==> config.mk <==
export PLATFORM = sky130hd
export DESIGN_NAME = proximity_measure_control
export DESIGN_NICKNAME = d
export VERILOG_FILES = /design/src/hdl/proximity_measure_control.v
export VERILOG_INCLUDE_DIRS = /design/src /design/src/hdl
export SDC_FILE = /design/constraint.sdc
export NUM_CORES = 1
export LEC_CHECK = 0
export BUFFER_PORTS_ARGS = -buffer_cell sky130_fd_sc_hd__buf_2
export CORE_UTILIZATION = 60
export DETAILED_ROUTE_END_ITERATION = 7
export PLACE_DENSITY = 0.78
export SLEW_MARGIN = 20
export SYNTH_ARGS = -nofsm -noshare
export SYNTH_HDL_FRONTEND = slang
export SYNTH_SLANG_ARGS = --single-unit
==> constraint.sdc <==
create_clock -name clk_in -period 4.6 [get_ports clk_in]
set_input_delay 0.46 -clock clk_in [delete_from_list [all_inputs] [get_ports clk_in]]
set_output_delay 0.46 -clock clk_in [all_outputs]
set_load 0.02 [all_outputs]
==> src/hdl/prox_ctrl_defines.vh <==
// Register map, field positions, reset values and timing counts
// for the proximity measurement control block.
// Assumes a 20 MHz system clock; all times are derived from its period.
`ifndef PROX_CTRL_DEFINES_VH
`define PROX_CTRL_DEFINES_VH

// Register offsets
`define ADDR_FUNCTION_ENABLE   5'h00
`define ADDR_INTEGRATION_TIME  5'h02
`define ADDR_WAIT_DURATION     5'h03
`define ADDR_LOW_THR_LO        5'h08
`define ADDR_LOW_THR_HI        5'h09
`define ADDR_HIGH_THR_LO       5'h0a
`define ADDR_HIGH_THR_HI       5'h0b
`define ADDR_INTERRUPT_FILTER  5'h0c
`define ADDR_WAIT_DRIVE_CONFIG 5'h0d
`define ADDR_LED_PULSE_COUNT   5'h0e
`define ADDR_STATUS            5'h13

// Reset values
`define RST_FUNCTION_ENABLE    8'h00
`define RST_INTEGRATION_TIME   8'hff
`define RST_WAIT_DURATION      8'hff
`define RST_ZERO               8'h00

// Function enable fields
`define BIT_POWER_UP           0
`define BIT_PROX_ENABLE        2
`define BIT_WAIT_ENABLE        3
`define BIT_PROX_IRQ_MASK      5
`define BIT_SLEEP_AFTER_IRQ    6
`define MASK_FUNCTION_ENABLE   8'h6d

// Configuration fields
`define BIT_LED_CURRENT_REDUCE 0
`define BIT_WAIT_STRETCH       1
`define MASK_WAIT_DRIVE_CONFIG 8'h03

// Interrupt filter field
`define FILTER_MSB             7
`define FILTER_LSB             4
`define MASK_INTERRUPT_FILTER  8'hf0

// Status fields
`define BIT_PROX_IRQ_FLAG      5
`define BIT_PROX_RESULT_READY  1

// Command byte fields
`define CMD_SELECT_BIT         7
`define CMD_TYPE_MSB           6
`define CMD_TYPE_LSB           5
`define CMD_TYPE_AUTO_INC      2'b01
`define CMD_TYPE_SPECIAL       2'b11
`define CMD_FUNC_IRQ_CLEAR_A   5'h05
`define CMD_FUNC_IRQ_CLEAR_B   5'h07

// Timing
`define CLK_PERIOD_NS          50
`define STEP_TIME_NS           2730000
`define STEP_CYCLES            ((`STEP_TIME_NS + `CLK_PERIOD_NS - 1) / `CLK_PERIOD_NS)
`define PULSE_PERIOD_NS        16000
`define PULSE_CYCLES           (`PULSE_PERIOD_NS / `CLK_PERIOD_NS)
`define WAIT_STRETCH_FACTOR    12
`define STEP_COUNT_SPAN        9'h100

`endif

==> src/hdl/proximity_measure_control.v <==
// Proximity measurement control: register file behind the serial
// command/data byte port, cycle sequencer, LED pulser and interrupt.
// Assumes a serial bus engine outside delivers whole command and data
// bytes as one-cycle strobes synchronous to clk_in.
// Timers count clk_in cycles; ce_in low freezes all state.
// The result input is sampled only in the evaluation state.
// Interrupt output is a level, active high.
// Register writes land on the strobe edge.
//
// Contract
// - Power bit runs timers; clear stops them
// - Proximity enable bit turns measurement on/off
// - Wait enable bit gates inter-cycle wait timer
// - Interrupts only while mask bit set
// - Sleep after interrupt at cycle end
// - Integration time in 2.73 ms steps
// - Wait count is two's complement steps
// - Wait stretch makes steps twelve times longer
// - Interrupt when result outside threshold window; with filter zero the code fires on every evaluation
// - Thresholds are 16-bit from byte pairs
// - Filter N needs N consecutive out-of-window
// - Drive-level bit reduces LED current
// - Emit pulse-count pulses at 62.5 kHz
// - Special command clears pending interrupt
// - Status bit 5 shows interrupt asserted
// - Status bit 1 set after integration
`timescale 1ns/1ps
`include "prox_ctrl_defines.vh"

module proximity_measure_control #(
   parameter STEP_CYCLES  = `STEP_CYCLES,   // Cycles per 2.73 ms step
   parameter PULSE_CYCLES = `PULSE_CYCLES,  // Cycles per LED pulse period
   parameter STRETCH      = `WAIT_STRETCH_FACTOR
) (
   // Clock, reset, enable
   input  wire        clk_in,
   input  wire        srst_in,
   input  wire        ce_in,
   // Serial byte port
   input  wire        cmd_wr_in,
   input  wire        data_wr_in,
   input  wire        data_rd_in,
   input  wire [7:0]  data_in,
   output reg  [7:0]  rd_data_out,
   // Converter result
   input  wire [15:0] prox_result_in,
   // Analog and pin side
   output wire        osc_enable_out,
   output reg         led_driver_pin_out,
   output wire        led_current_reduce_out,
   output wire        integrate_out,
   output wire        prox_irq_out
);

   // Sequencer states
   localparam [4:0] ST_IDLE  = 5'b00001;  // Powered down or disabled
   localparam [4:0] ST_PULSE = 5'b00010;  // LED pulsing
   localparam [4:0] ST_INTEG = 5'b00100;  // Integration
   localparam [4:0] ST_EVAL  = 5'b01000;  // Threshold and filter
   localparam [4:0] ST_WAIT  = 5'b10000;  // Wait between cycles

   // Registers
   reg  [7:0]  function_enable;
   reg  [7:0]  integration_time;
   reg  [7:0]  wait_duration;
   reg  [7:0]  low_threshold_lo_byte;
   reg  [7:0]  low_threshold_hi_byte;
   reg  [7:0]  high_threshold_lo_byte;
   reg  [7:0]  high_threshold_hi_byte;
   reg  [7:0]  interrupt_filter;
   reg  [7:0]  wait_and_drive_config;
   reg  [7:0]  led_pulse_count;
   // Port state and status flags
   reg  [4:0]  reg_addr;             // Selected register
   reg         auto_inc;             // Auto-increment access mode
   reg         prox_irq_flag;        // Pending interrupt
   reg         prox_result_ready;    // Integration completed

   // Sequencer
   reg  [4:0]  state;
   reg  [31:0] tick_cnt;             // Cycles within a step or pulse
   reg  [8:0]  step_cnt;             // Steps or pulses done
   reg  [3:0]  stretch_cnt;          // Sub-steps of a stretched wait step
   reg  [3:0]  out_run;              // Consecutive out-of-window results

   // Decoded fields
   wire        power_up_bit          = function_enable[`BIT_POWER_UP];
   wire        prox_function_enable  = function_enable[`BIT_PROX_ENABLE];
   wire        wait_enable           = function_enable[`BIT_WAIT_ENABLE];
   wire        prox_irq_mask         = function_enable[`BIT_PROX_IRQ_MASK];
   wire        sleep_after_irq       = function_enable[`BIT_SLEEP_AFTER_IRQ];
   wire        wait_stretch          = wait_and_drive_config[`BIT_WAIT_STRETCH];
   wire [3:0]  interrupt_filter_count =
               interrupt_filter[`FILTER_MSB:`FILTER_LSB];
   wire [15:0] low_threshold  = {low_threshold_hi_byte, low_threshold_lo_byte};
   wire [15:0] high_threshold = {high_threshold_hi_byte, high_threshold_lo_byte};

   // Command decode
   // Special commands leave the pointer alone
   wire [1:0]  cmd_type = data_in[`CMD_TYPE_MSB:`CMD_TYPE_LSB];
   wire [4:0]  cmd_func = data_in[4:0];
   wire        cmd_ok   = cmd_wr_in && data_in[`CMD_SELECT_BIT];
   wire        irq_clear = cmd_ok && (cmd_type == `CMD_TYPE_SPECIAL) &&
                           ((cmd_func == `CMD_FUNC_IRQ_CLEAR_A) ||
                            (cmd_func == `CMD_FUNC_IRQ_CLEAR_B));

   // Evaluation
   // Run length saturates at 15, never wraps
   wire        out_of_window = (prox_result_in < low_threshold) ||
                               (prox_result_in > high_threshold);
   wire [3:0]  next_out_run  = out_of_window ?
                               ((out_run == 4'hf) ? 4'hf : out_run + 4'h1) : 4'h0;
   wire        fire = (interrupt_filter_count == 4'h0) ||
                      (out_of_window && next_out_run >= interrupt_filter_count);
   wire        irq_set   = ce_in && (state == ST_EVAL) && fire && prox_irq_mask;
   wire        step_done = (tick_cnt == STEP_CYCLES - 1);
   wire        pulse_done = (tick_cnt == PULSE_CYCLES - 1);
   wire        sleep_now = (state == ST_EVAL) && sleep_after_irq &&
                           (prox_irq_flag || irq_set);
   wire        enable_wr = data_wr_in && (reg_addr == `ADDR_FUNCTION_ENABLE);

   // Register read mux
   // Unmapped addresses read as zero
   function [7:0] read_reg;
      input [4:0] a;
      begin
         case (a)
            `ADDR_FUNCTION_ENABLE:   read_reg = function_enable;
            `ADDR_INTEGRATION_TIME:  read_reg = integration_time;
            `ADDR_WAIT_DURATION:     read_reg = wait_duration;
            `ADDR_LOW_THR_LO:        read_reg = low_threshold_lo_byte;
            `ADDR_LOW_THR_HI:        read_reg = low_threshold_hi_byte;
            `ADDR_HIGH_THR_LO:       read_reg = high_threshold_lo_byte;
            `ADDR_HIGH_THR_HI:       read_reg = high_threshold_hi_byte;
            `ADDR_INTERRUPT_FILTER:  read_reg = interrupt_filter;
            `ADDR_WAIT_DRIVE_CONFIG: read_reg = wait_and_drive_config;
            `ADDR_LED_PULSE_COUNT:   read_reg = led_pulse_count;
            `ADDR_STATUS:            read_reg = {2'b00, prox_irq_flag, 3'b000,
                                                 prox_result_ready, 1'b0};
            default:                 read_reg = 8'h00;
         endcase
      end
   endfunction

   // Outputs
   // Pin mirrors the pending flag until cleared
   assign osc_enable_out         = power_up_bit;
   assign led_current_reduce_out =
          wait_and_drive_config[`BIT_LED_CURRENT_REDUCE];
   assign integrate_out          = (state == ST_INTEG);
   assign prox_irq_out           = prox_irq_flag;

   // Command register, address pointer and read data
   // A non-special command beats a data strobe in the same cycle here
   // Pointer wraps in the five-bit address space
   always @(posedge clk_in) begin
      if (srst_in) begin
         reg_addr    <= 5'h00;
         auto_inc    <= 1'b0;
         rd_data_out <= 8'h00;
      end else if (ce_in) begin
         if (cmd_ok && cmd_type != `CMD_TYPE_SPECIAL) begin
            // Select target register and access mode
            reg_addr <= cmd_func;
            auto_inc <= (cmd_type == `CMD_TYPE_AUTO_INC);
         end else if (data_rd_in) begin
            // Capture byte, step pointer in auto-increment mode
            rd_data_out <= read_reg(reg_addr);
            if (auto_inc)
               reg_addr <= reg_addr + 5'h01;
         end else if (data_wr_in && auto_inc) begin
            reg_addr <= reg_addr + 5'h01;
         end
      end
   end

   // Writable registers; reserved bits are stored as zero
   // Read-back never shows reserved bits
   always @(posedge clk_in) begin
      if (srst_in) begin
         function_enable        <= `RST_FUNCTION_ENABLE;
         integration_time       <= `RST_INTEGRATION_TIME;
         wait_duration          <= `RST_WAIT_DURATION;
         low_threshold_lo_byte  <= `RST_ZERO;
         low_threshold_hi_byte  <= `RST_ZERO;
         high_threshold_lo_byte <= `RST_ZERO;
         high_threshold_hi_byte <= `RST_ZERO;
         interrupt_filter       <= `RST_ZERO;
         wait_and_drive_config  <= `RST_ZERO;
         led_pulse_count        <= `RST_ZERO;
      end else if (ce_in) begin
         if (data_wr_in) begin
            case (reg_addr)
               `ADDR_FUNCTION_ENABLE:
                  function_enable <= data_in & `MASK_FUNCTION_ENABLE;
               `ADDR_INTEGRATION_TIME:  integration_time       <= data_in;
               `ADDR_WAIT_DURATION:     wait_duration          <= data_in;
               `ADDR_LOW_THR_LO:        low_threshold_lo_byte  <= data_in;
               `ADDR_LOW_THR_HI:        low_threshold_hi_byte  <= data_in;
               `ADDR_HIGH_THR_LO:       high_threshold_lo_byte <= data_in;
               `ADDR_HIGH_THR_HI:       high_threshold_hi_byte <= data_in;
               `ADDR_INTERRUPT_FILTER:
                  interrupt_filter <= data_in & `MASK_INTERRUPT_FILTER;
               `ADDR_WAIT_DRIVE_CONFIG:
                  wait_and_drive_config <= data_in & `MASK_WAIT_DRIVE_CONFIG;
               `ADDR_LED_PULSE_COUNT:   led_pulse_count        <= data_in;
               default:                 ;  // Unmapped or read-only
            endcase
         end

         // Sleep after interrupt drops power unless host writes enable now
         if (sleep_now && !enable_wr)
            function_enable[`BIT_POWER_UP] <= 1'b0;
      end
   end

   // Interrupt flag and result-ready flag; set wins over clear
   // A clear on the evaluation edge loses to the set
   // Ready drops only when power is switched off
   always @(posedge clk_in) begin
      if (srst_in) begin
         prox_irq_flag     <= 1'b0;
         prox_result_ready <= 1'b0;
      end else if (ce_in) begin
         if (irq_set)
            prox_irq_flag <= 1'b1;
         else if (irq_clear)
            prox_irq_flag <= 1'b0;

         if (state == ST_INTEG && step_done &&
             step_cnt == `STEP_COUNT_SPAN - {1'b0, integration_time} - 9'h001)
            prox_result_ready <= 1'b1;
         else if (!power_up_bit)
            prox_result_ready <= 1'b0;
      end
   end

   // Measurement cycle sequencer
   // IDLE, PULSE, INTEG, EVAL, WAIT (only with wait bit set), IDLE while enabled
   // A zero pulse count goes straight to INTEG
   // Losing power or enable aborts within one edge
   // Persistence run survives a brief disable
   always @(posedge clk_in) begin
      if (srst_in) begin
         state              <= ST_IDLE;
         tick_cnt           <= 32'd0;
         step_cnt           <= 9'h000;
         stretch_cnt        <= 4'h0;
         out_run            <= 4'h0;
         led_driver_pin_out <= 1'b0;
      end else if (ce_in) begin
         if (!power_up_bit || !prox_function_enable) begin
            // Oscillator stopped or function off: hold idle
            state              <= ST_IDLE;
            tick_cnt           <= 32'd0;
            step_cnt           <= 9'h000;
            stretch_cnt        <= 4'h0;
            led_driver_pin_out <= 1'b0;
         end else begin
            case (state)
               ST_IDLE: begin
                  // Start a new cycle
                  tick_cnt <= 32'd0;
                  step_cnt <= 9'h000;
                  state    <= (led_pulse_count == 8'h00) ? ST_INTEG : ST_PULSE;
               end

               ST_PULSE: begin
                  // High for first half of each 62.5 kHz period
                  // Pin lags the counter one clock
                  led_driver_pin_out <= (tick_cnt < PULSE_CYCLES / 2);
                  if (pulse_done) begin
                     tick_cnt <= 32'd0;
                     if (step_cnt == {1'b0, led_pulse_count} - 9'h001) begin
                        step_cnt <= 9'h000;
                        state    <= ST_INTEG;
                     end else begin
                        step_cnt <= step_cnt + 9'h001;
                     end
                  end else begin
                     tick_cnt <= tick_cnt + 32'd1;
                  end
               end

               ST_INTEG: begin
                  // Integrate for (256 - time) steps
                  led_driver_pin_out <= 1'b0;
                  if (step_done) begin
                     tick_cnt <= 32'd0;
                     if (step_cnt == `STEP_COUNT_SPAN -
                                     {1'b0, integration_time} - 9'h001) begin
                        step_cnt <= 9'h000;
                        state    <= ST_EVAL;
                     end else begin
                        step_cnt <= step_cnt + 9'h001;
                     end
                  end else begin
                     tick_cnt <= tick_cnt + 32'd1;
                  end
               end

               ST_EVAL: begin
                  // Track persistence and move on
                  // Result must be steady here
                  out_run     <= next_out_run;
                  tick_cnt    <= 32'd0;
                  step_cnt    <= 9'h000;
                  stretch_cnt <= 4'h0;
                  state       <= wait_enable ? ST_WAIT : ST_IDLE;
               end

               ST_WAIT: begin
                  // (256 - wait) steps, each stretched if asked
                  // Cleared wait bit ends it at once
                  if (!wait_enable) begin
                     state <= ST_IDLE;
                  end else if (step_done) begin
                     tick_cnt <= 32'd0;
                     if (wait_stretch && stretch_cnt != STRETCH - 1) begin
                        stretch_cnt <= stretch_cnt + 4'h1;
                     end else begin
                        stretch_cnt <= 4'h0;
                        if (step_cnt == `STEP_COUNT_SPAN -
                                        {1'b0, wait_duration} - 9'h001)
                           state <= ST_IDLE;
                        else
                           step_cnt <= step_cnt + 9'h001;
                     end
                  end else begin
                     tick_cnt <= tick_cnt + 32'd1;
                  end
               end

               default: state <= ST_IDLE;
            endcase
         end
      end
   end

endmodule
# After elaboration in Yosys (flattened, before gate mapping)
# Index checks and enable logic that the tools add are counted.
# totals
ff_bits	138
in_bits	30
out_inout_bits	13
word_cells	183
# op_classes
n_addsub	10
magnitude_cmp	4
eq_ne	40
n_mux	48
n_bitwise	2
reduce_logical	57
# op_table
operator	count
two-way mux 32 bit	4
case mux 32 bit (4 select lines)	1
case mux 8 bit (11 select lines)	1
two-way mux 9 bit	9
two-way mux 5 bit	14
AND reduction 3 bit	15
== test 5 x 4 -> 1 bit (second input constant)	8
case mux 9 bit (4 select lines)	1
adder 32 x 1 -> 32 bit (second input constant)	1
== test 32 x 16 -> 1 bit (second input constant)	1
== test 32 x 9 -> 1 bit (second input constant)	1
less-than comparator 32 x 8 -> 1 bit (second input constant)	1
== test 9 bit	3
case mux 5 bit (5 select lines)	1
two-way mux 4 bit	6
inequality test 3 bit (second input constant)	6
subtractor 9 x 1 -> 9 bit (second input constant)	2
subtractor 9 x 8 -> 9 bit (first input constant)	2
greater-than comparator 16 bit	1
logical AND 1 bit	16
less-than comparator 16 bit	1
inequality test 4 bit (second input constant)	4
AND reduction 8 bit	2
== test 5 x 2 -> 1 bit (second input constant)	3
30 further kinds	57

# Longest topological paths before layout
# Gate-level depths: netlist (run 1).
# logic_depth
word_depth	13
ltp_mapped	16
ltp_nobuf	16

# Worst setup path after synthesis (run 1)
# No wires, ideal clock.
# synth_timing
path_type	input-to-reg
start	input port prox_result_in[10]
end	register prox_irq_flag, in the netlist prox_irq_out
setup_ns	0.132
arrival_ns	2.616
t_required_ns	4.468
slack_ns	1.852
cell_stages	13
n_path_buf	0
cell_sequence	ha_1 -> nand4_1 -> or4_1 -> a22o_1 -> nand2_1 -> ha_1 -> nand2b_1 -> a21oi_1 -> nor2b_1 -> o21ai_0 -> a21oi_1 -> o21ai_0 -> a21oi_1
# synth_via
elab_chain_cells	10
# synth_lines
element	line_no	rtl
start: declaration	proximity_measure_control.v:46	input wire [15:0] prox_result_in,
less-than comparator 16 bit / greater-than comparator 16 bit (equally long branches)	proximity_measure_control.v:109, proximity_measure_control.v:110	
logical OR 1 bit (*)	proximity_measure_control.v:109	wire out_of_window = (prox_result_in < low_threshold) ||
two-way mux 4 bit	proximity_measure_control.v:111	wire [3:0] next_out_run = out_of_window ?
greater-or-equal comparator 4 bit	proximity_measure_control.v:114	(out_of_window && next_out_run >= interrupt_filter_count);
logical AND 1 bit (*)	proximity_measure_control.v:114	
logical OR 1 bit (*)	proximity_measure_control.v:113	wire fire = (interrupt_filter_count == 4'h0) ||
logical AND 1 bit (*) (2 in a row)	proximity_measure_control.v:115	wire irq_set = ce_in && (state == ST_EVAL) && fire && prox_irq_mask;
nonzero test 2 bit (no line)	n/a	
AND reduction 2 bit (no line)	n/a	
end signal: assignment	proximity_measure_control.v:222	prox_irq_flag <= 1'b0;
end signal: assignment	proximity_measure_control.v:226	prox_irq_flag <= 1'b1;
end signal: assignment	proximity_measure_control.v:228	prox_irq_flag <= 1'b0;
end: declaration	proximity_measure_control.v:76	reg prox_irq_flag;
# Every way passes the cells marked *; elsewhere a longest branch is shown, timed or not.
# A chain may end at the register's enable or synchronous reset.

# Final worst setup path (run 1)
# layout_timing
start	register high_threshold_lo_byte[7]
end	register prox_irq_flag, in the netlist prox_irq_out
# layout_via
elab_chain_cells	10
# layout_lines
element	line_no	rtl
start: declaration	proximity_measure_control.v:68	reg [7:0] high_threshold_lo_byte;
start signal: assignment	proximity_measure_control.v:186	high_threshold_lo_byte <= `RST_ZERO;
start signal: assignment	proximity_measure_control.v:200	`ADDR_HIGH_THR_LO: high_threshold_lo_byte <= data_in;
greater-than comparator 16 bit (*)	proximity_measure_control.v:110	(prox_result_in > high_threshold);
logical OR 1 bit (*)	proximity_measure_control.v:109	
two-way mux 4 bit	proximity_measure_control.v:111	
greater-or-equal comparator 4 bit	proximity_measure_control.v:114	
logical AND 1 bit (*)	proximity_measure_control.v:114	
logical OR 1 bit (*)	proximity_measure_control.v:113	
logical AND 1 bit (*) (2 in a row)	proximity_measure_control.v:115	
nonzero test 2 bit (no line)	n/a	
AND reduction 2 bit (no line)	n/a	
# Marks and branches as above.

==> run metrics, run 1 <==
outcome finished, final reports clean; DIE WIDTH 119.5 um; Fillers 1095; Synth area leaders dfxtp_1, ha_1, mux2i_1; Starting Density 62.11%; Switching Share 24.43%; clock skew after layout 0.01425 ns; RSZ-0062 raised after global routing false; core area 0.01335 sq mm; combinational fraction of design power 6.9%; area share of the largest cell type after synthesis 33.32%; crit path capture type flop; DR pass1 iterations 6; f_max 321.0 MHz; Crit path required time 4.86 ns; Worst setup SP type flop; power per cell area 312.1 mW/mm^2; Synth Instances 999; power share of the clock group 50.0%; xor/xnor share of the synthesized area 6.550%; worst skew pair latency 0.44 ns; hold_buf cts 0; critical path type flop to flop; Max clock buf depth 2; Yosys cell types 78; largest net degree at the start of global routing 102; Vert. Die Dim 119.5 um; dpl hpwl 15030 um; Hold Path Stages 2; Critical Path AT 3.38 ns; num rows 42; synth warn 0; crit path time final 3.116 ns; fin crit share 67.73%; Slew @ Worst Pin 1.122 ns; CTS tree yes; Leak Pwr 3.171 nW; drt wl/cell 17.78 um; CP max stage cell dfxtp_1; setup total negative slack 0 ns; vias per cell 6.130; Crit path largest cell delay 0.38 ns; CTS Buf Count 17; endpoints failing hold 0; post-synthesis sequential area ratio 33.32%; I/O Buffers 42; clk slew on worst S/H paths 0.06 ns; mux cell area share after synthesis 6.520%; Post-synth EDFFs 0; Seq pwr share 43.1%; Mapped Area 0.008290 sq mm; Area Overhead vs Synth 9.825%; vias in the first global route 6522; Routed Antenna Nets 0; total grt overflow 0; flops & latches, synth 138; Simple-Gate Fraction of Synth Area 26.18%; H-tree Lvls 4; first-pass GRT wire length 34220 um; die area 0.01429 sq mm; Syn Area/Cell 8.299 sq um; CP max FO 7; initial antenna violation count 0; critical path depth 16; DRC viols 0; detailed-route via count 7288; HP Class input pin to flop; worst hold slack 0.2539 ns; final RePlAce weighted congestion 0.8854; maximum VDD drop 0.3227 mV; layout cell share with drive strength beyond 1 10.07%; post-CTS sizing 0; post-route cell area 0.009105 sq mm; setup ws final 1.484 ns; dpl cell area 0.008496 sq mm; 1st-iter DRT viols 602; Worst slew margin 25.02%; # Post-CTS Setup Buffers 0; largest family of logic cells by synthesized area simple AND/OR/NAND/NOR gates; largest area contributor in the netlist dfxtp_1; crit path cell chain inv_1 -> ha_1 -> a21oi_1 -> o21ai_0 -> a221oi_1 -> o211ai_1 -> a22o_1 -> nand2_1 -> ha_1 -> nand2b_1 -> a21oi_1 -> nor2b_1 -> o21ai_0 -> a21oi_1 -> o21ai_0 -> a21oi_1; Post-synth ARST share 0%; Synth Area in Compound Gates 15.29%; GR Util All Layers 30.68%; clock sinks 138; max_cap viols 0; post-place setup slack 1.347 ns; Crit path top cell by count a21oi_1; IO Pins 43; Net Sw Power 694.2 uW; CTS Root Cell clkbuf_16; final WL 21140 um; Top FF cell, synth dfxtp_1; Synth Area in Adders 6.641%; layout net count 1074; Mapped Nets 1073; FF-to-FF path depth 16; max-slew violations 0; Antenna diodes 0; Setup-failing EPs final 0; internal power 2.147 mW; delay-heaviest family, CP compound AO/OA/AOI/OAI gates; CP Buf/Inv Count 1
## power by group through the flow
stage	clock network [mW]	logic (mW)	registers, mW
after floorplan	0	0.130	1.25
after global placement	0	0.188	1.25
after detailed placement	0	0.191	1.25
after CTS	1.44	0.192	1.22
after global routing	1.48	0.215	1.23
final	1.42	0.196	1.23
## cell usage after synthesis, types with 4 or more instances
| cell type | n |
|---|---|
| a211o_1 | 16 |
| and4_1 | 5 |
| a222oi_1 | 12 |
| o21ai_0 | 20 |
| nand3b_1 | 4 |
| and3_1 | 12 |
| dfxtp_1 | 138 |
| a221oi_1 | 4 |
| a22oi_1 | 10 |
| xor2_1 | 30 |
| clkbuf_1 | 43 |
| nor3_1 | 26 |
| buf_2 | 18 |
| nor4_1 | 16 |
| mux2i_1 | 54 |
| nor2b_1 | 33 |
| a21oi_1 | 43 |
| xnor2_1 | 32 |
| nand2b_1 | 11 |
| inv_1 | 52 |
| nor2_1 | 130 |
| ha_1 | 44 |
| nand4_1 | 14 |
| a31oi_1 | 6 |
| nand3_1 | 52 |
| o211ai_1 | 4 |
| nand2_1 | 68 |
| and2_1 | 12 |
| or2_2 | 5 |
| and3b_1 | 4 |
| a211oi_1 | 8 |
| o21a_1 | 4 |
## area by class of cell
class	instances	area [sq um]	area share [%]
Multi-Input combinational cell	746	5082	55.82
Inverter	52	195.2	2.144
Sequential cell	138	2763	30.34
Clock inverter	13	166.4	1.828
Clock buffer	19	442.9	4.865
Tap cell	176	220.2	2.419
Timing Repair Buffer	45	235.2	2.583
## layer usage
layer / share of wire, % / wire (um) / track usage [%] / up-vias
li1: - / - / - / 3547
met2: 44 / 9278 / 46.10 / 266
met4: 1.6 / 342 / 8.594 / 0
met5: 0 / 0 / 0 / -
met3: 8.3 / 1755 / 8.222 / 34
met1: 46 / 9765 / 43.07 / 3441
## flip-flops by register name, summed over array words and instances (netlist names)
name                    cells
tick_cnt                   32
step_cnt                    9
high_threshold_hi_byte      8
high_threshold_lo_byte      8
integration_time            8
led_pulse_count             8
low_threshold_hi_byte       8
low_threshold_lo_byte       8
rd_data_out                 8
wait_duration               8
function_enable             5
reg_addr                    5
state                       5
interrupt_filter            4
out_run                     4
stretch_cnt                 4
wait_and_drive_config       2
auto_inc                    1
led_driver_pin_out          1
prox_irq_out                1
prox_result_ready           1
## placed cells by master (no fill, tap or decap), drive strengths merged, types with 12 or more instances in the layout
cell and instances:
nand2 70, xor2 30, a211o 16, nor2b 33, mux2i 54, clkbuf 19
and3 12, nand3 52, nor3 28, xnor2 32, nand4 14, and2 13
buf 45, nor4 17, inv 55, nor2 130, ha 44, a21oi 43
dfxtp 138, a222oi 12, o21ai 22
## worst register-to-register path: stages, from the launching register on
cell	delay (ns)
dfxtp_1	0.38
inv_1	0.07
ha_1	0.31
a21oi_1	0.16
o21ai_0	0.14
a221oi_1	0.34
o211ai_1	0.12
a22o_1	0.33
nand2_1	0.10
ha_1	0.22
nand2b_1	0.14
a21oi_1	0.14
nor2b_1	0.05
o21ai_0	0.15
a21oi_1	0.08
o21ai_0	0.12
a21oi_1	0.11
## worst paths after layout
path	from	endpoint	slack, ns
worst max-delay path	high_threshold_lo_byte[7]	prox_irq_out	1.48
worst min register to register	rd_data_out[2]	rd_data_out[2]	0.45
worst min-delay path	srst_in	led_driver_pin_out	0.25
worst max register to register	high_threshold_lo_byte[7]	prox_irq_out	1.48
## through the flow
stage | total power [mW] | util [%] | instances
2_1_floorplan | 1.377 | - | 999
3_3_place_gp | 1.438 | 63.65 | 1157
3_5_place_dp | 1.441 | 63.65 | 1157
4_1_cts | 2.852 | 68.21 | 1189
5_1_grt | 2.925 | 68.21 | 1189
6_report | 2.841 | 68.21 | 1189
## kinds of logic (layout without fill, tap and decap cells)
group,Yosys count,count (layout)
xor+xnor,62,62
mux,54,54
fa+ha+maj,44,44
simple gates,417,417
buf+inv,115,129
flops,138,138
compound gates,169,169
Power figures use the tool's default switching activity.
==> run 2, diff against run 1 <==
clock period = 3.2 ns   (was 4.6 ns; I/O delays follow)
==> run metrics, run 2 (synthesized netlist as in run 1, its figures left out) <==
critical path depth 14 (-2); worst reg2reg startpoint high_threshold_hi_byte[1]; crit path capture type flop; max-slew violations 0 (unchanged); commonest cells after routing, fill and taps aside dfxtp_1, nor2_1, nand2_1; Largest register FFs 32 (unchanged); Fillers 1076 (-1.7%); DRC viols 0 (unchanged); critical path type flop to flop; CTS Buf Count 17 (unchanged); Critical Path AT 3.23 ns (-0.15 ns); initial antenna violation count 1 (+1); power per cell area 448.5 mW/mm^2 (+44%); largest net degree at the start of global routing 106 (+3.9%); Net Sw Power 938.0 uW (+35%); clock sinks 138 (unchanged); CP max FO 7 (unchanged); DIE WIDTH 119.5 um (unchanged); Setup-failing EPs final 0 (unchanged); internal power 3.205 mW (+49%); clk slew on worst S/H paths 0.06 ns (about the same); dpl hpwl 15440 um (+2.7%); outcome finished, final reports clean; clock skew after layout 0.008804 ns (-0.005444 ns); Vert. Die Dim 119.5 um (unchanged); combinational fraction of design power 7.0% (about the same); 1st-iter DRT viols 874 (+45%); final RePlAce weighted congestion 0.9128 (+3.1%); vias in the first global route 6870 (+5.3%); Area Overhead vs Synth 11.42%; Switching Share 22.64% (-1.8 points); crit path cell chain inv_1 -> ha_1 -> nand4_1 -> or4_4 -> a22o_4 -> nand2_1 -> ha_1 -> nand2b_1 -> a21oi_1 -> nor2b_1 -> o21ai_1 -> a21oi_1 -> o21ai_0 -> a21oi_1; Worst slew margin 26.84% (+1.8 points); vias per cell 6.170 (+0.65%); layout cell share with drive strength beyond 1 11.10% (+1.0 points); num rows 42 (unchanged); CTS tree yes; endpoints failing hold 0 (unchanged); CP Buf/Inv Count 1 (unchanged); WHS Endpoint wait_and_drive_config[1]; Antenna diodes 0 (unchanged); Slew @ Worst Pin 1.097 ns (-0.02494 ns); GR Util All Layers 31.72% (+1.0 points); core area 0.01335 sq mm (unchanged); HP Class input pin to flop; layout net count 1088 (+1.3%); RR Endpoint prox_irq_out; H-tree Lvls 4 (unchanged); total grt overflow 0 (unchanged); worst skew pair latency 0.43 ns (about the same); DR pass1 iterations 8 (+2); FF-to-FF path depth 14 (-2); fin crit share 92.65% (+25 points); Crit path top cell by count a21oi_1; drt wl/cell 18.19 um (+2.3%); CP max stage cell or4_4; Hold Path Stages 3 (+1); crit path time final 2.965 ns (-0.1508 ns); final WL 21880 um (+3.5%); maximum VDD drop 0.3393 mV (+5.1%); Most flops, register tick_cnt; hold_sp data_in[1]; max_cap viols 0 (unchanged); setup total negative slack 0 ns (unchanged); Seq pwr share 42.5% (-0.6 points); Worst R2R Setup Slack 0.24 ns (-1.25 ns); I/O Buffers 42 (unchanged); CTS Root Cell clkbuf_16; Crit path required time 3.46 ns (-1.40 ns); Max clock buf depth 2 (unchanged); RSZ-0062 raised after global routing false; detailed-route via count 7422 (+1.8%); worst hold slack 0.2675 ns (+0.01362 ns); most common cell after layout, fill and taps aside dfxtp_1; Worst setup SP type flop; die area 0.01429 sq mm (unchanged); Starting Density 62.11% (unchanged); IO Pins 43 (unchanged); first-pass GRT wire length 35600 um (+4.0%); Leak Pwr 3.260 nW (+2.8%); delay-heaviest family, CP simple AND/OR/NAND/NOR gates; power share of the clock group 50.5% (+0.5 points); Regs by FF count tick_cnt: 32 flops, step_cnt: 9 flops; f_max 337.3 MHz (+5.1%); Routed Antenna Nets 0 (unchanged); Crit path largest cell delay 0.55 ns (+0.17 ns)
run 2: power groups by stage:
stage               logic (mW)  registers [mW]  clock network, mW
floorplan                0.187            1.79                  0
global placement         0.275            1.80                  0
detailed placement       0.280            1.80                  0
CTS                      0.283            1.76               2.10
global route             0.318            1.76               2.18
finish                   0.289            1.76               2.09
run 2: worst register-to-register path, stage by stage, from the launching register on:
cell      delay (ns)
dfxtp_1         0.37
inv_1           0.06
ha_1            0.30
nand4_1         0.18
or4_4           0.55
a22o_4          0.31
nand2_1         0.08
ha_1            0.22
nand2b_1        0.14
a21oi_1         0.15
nor2b_1         0.06
o21ai_1         0.12
a21oi_1         0.07
o21ai_0         0.10
a21oi_1         0.10
run 2: area by class of cell:
type / instances / area (sq um) / share of cell area (%)
Clock inverter: 7 / 137.6 / 1.490
Sequential cell: 138 / 2763 / 29.91
Inverter: 52 / 195.2 / 2.113
Timing Repair Buffer: 59 / 340.3 / 3.684
Clock buffer: 25 / 485.5 / 5.255
Tap cell: 176 / 220.2 / 2.384
Multi-Input combinational cell: 746 / 5096 / 55.17
run 2: how the worst max path moves through the flow:
stage                               to  slack, ns                       from
after floorplan           prox_irq_out       0.55  high_threshold_hi_byte[2]
after global placement    prox_irq_out       0.21          prox_result_in[1]
after detailed placement  prox_irq_out       0.10          prox_result_in[1]
after CTS                 prox_irq_out       0.12   low_threshold_lo_byte[1]
after global routing      prox_irq_out       0.03  high_threshold_hi_byte[1]
final                     prox_irq_out       0.24  high_threshold_hi_byte[1]
run 2: per-stage QoR:
step	power [mW]	setup slack [ns]	util (%)	std cells	instance area, sq um
floorplan	1.980	0.5502	-	999	8290
global placement	2.073	0.2092	64.44	1171	8601
detailed placement	2.078	0.1016	64.44	1171	8601
CTS	4.144	0.1215	69.10	1203	9224
global route	4.259	0.02707	69.21	1203	9238
finish	4.143	0.2352	69.21	1203	9238
run 2: routing by layer:
layer	up-vias	routed length (um)	global-route usage (%)
li1	3560	-	-
met1	3477	9803	44.85
met2	344	9831	48.09
met3	41	1866	6.939
met4	0	379	9.688
met5	-	0	0
run 2: timing repair:
action,4_1_cts,5_1_grt
endpoints found under the setup margin,0,2
buffers inserted,0,0
resized for setup,0,5
hold buffers,0,0
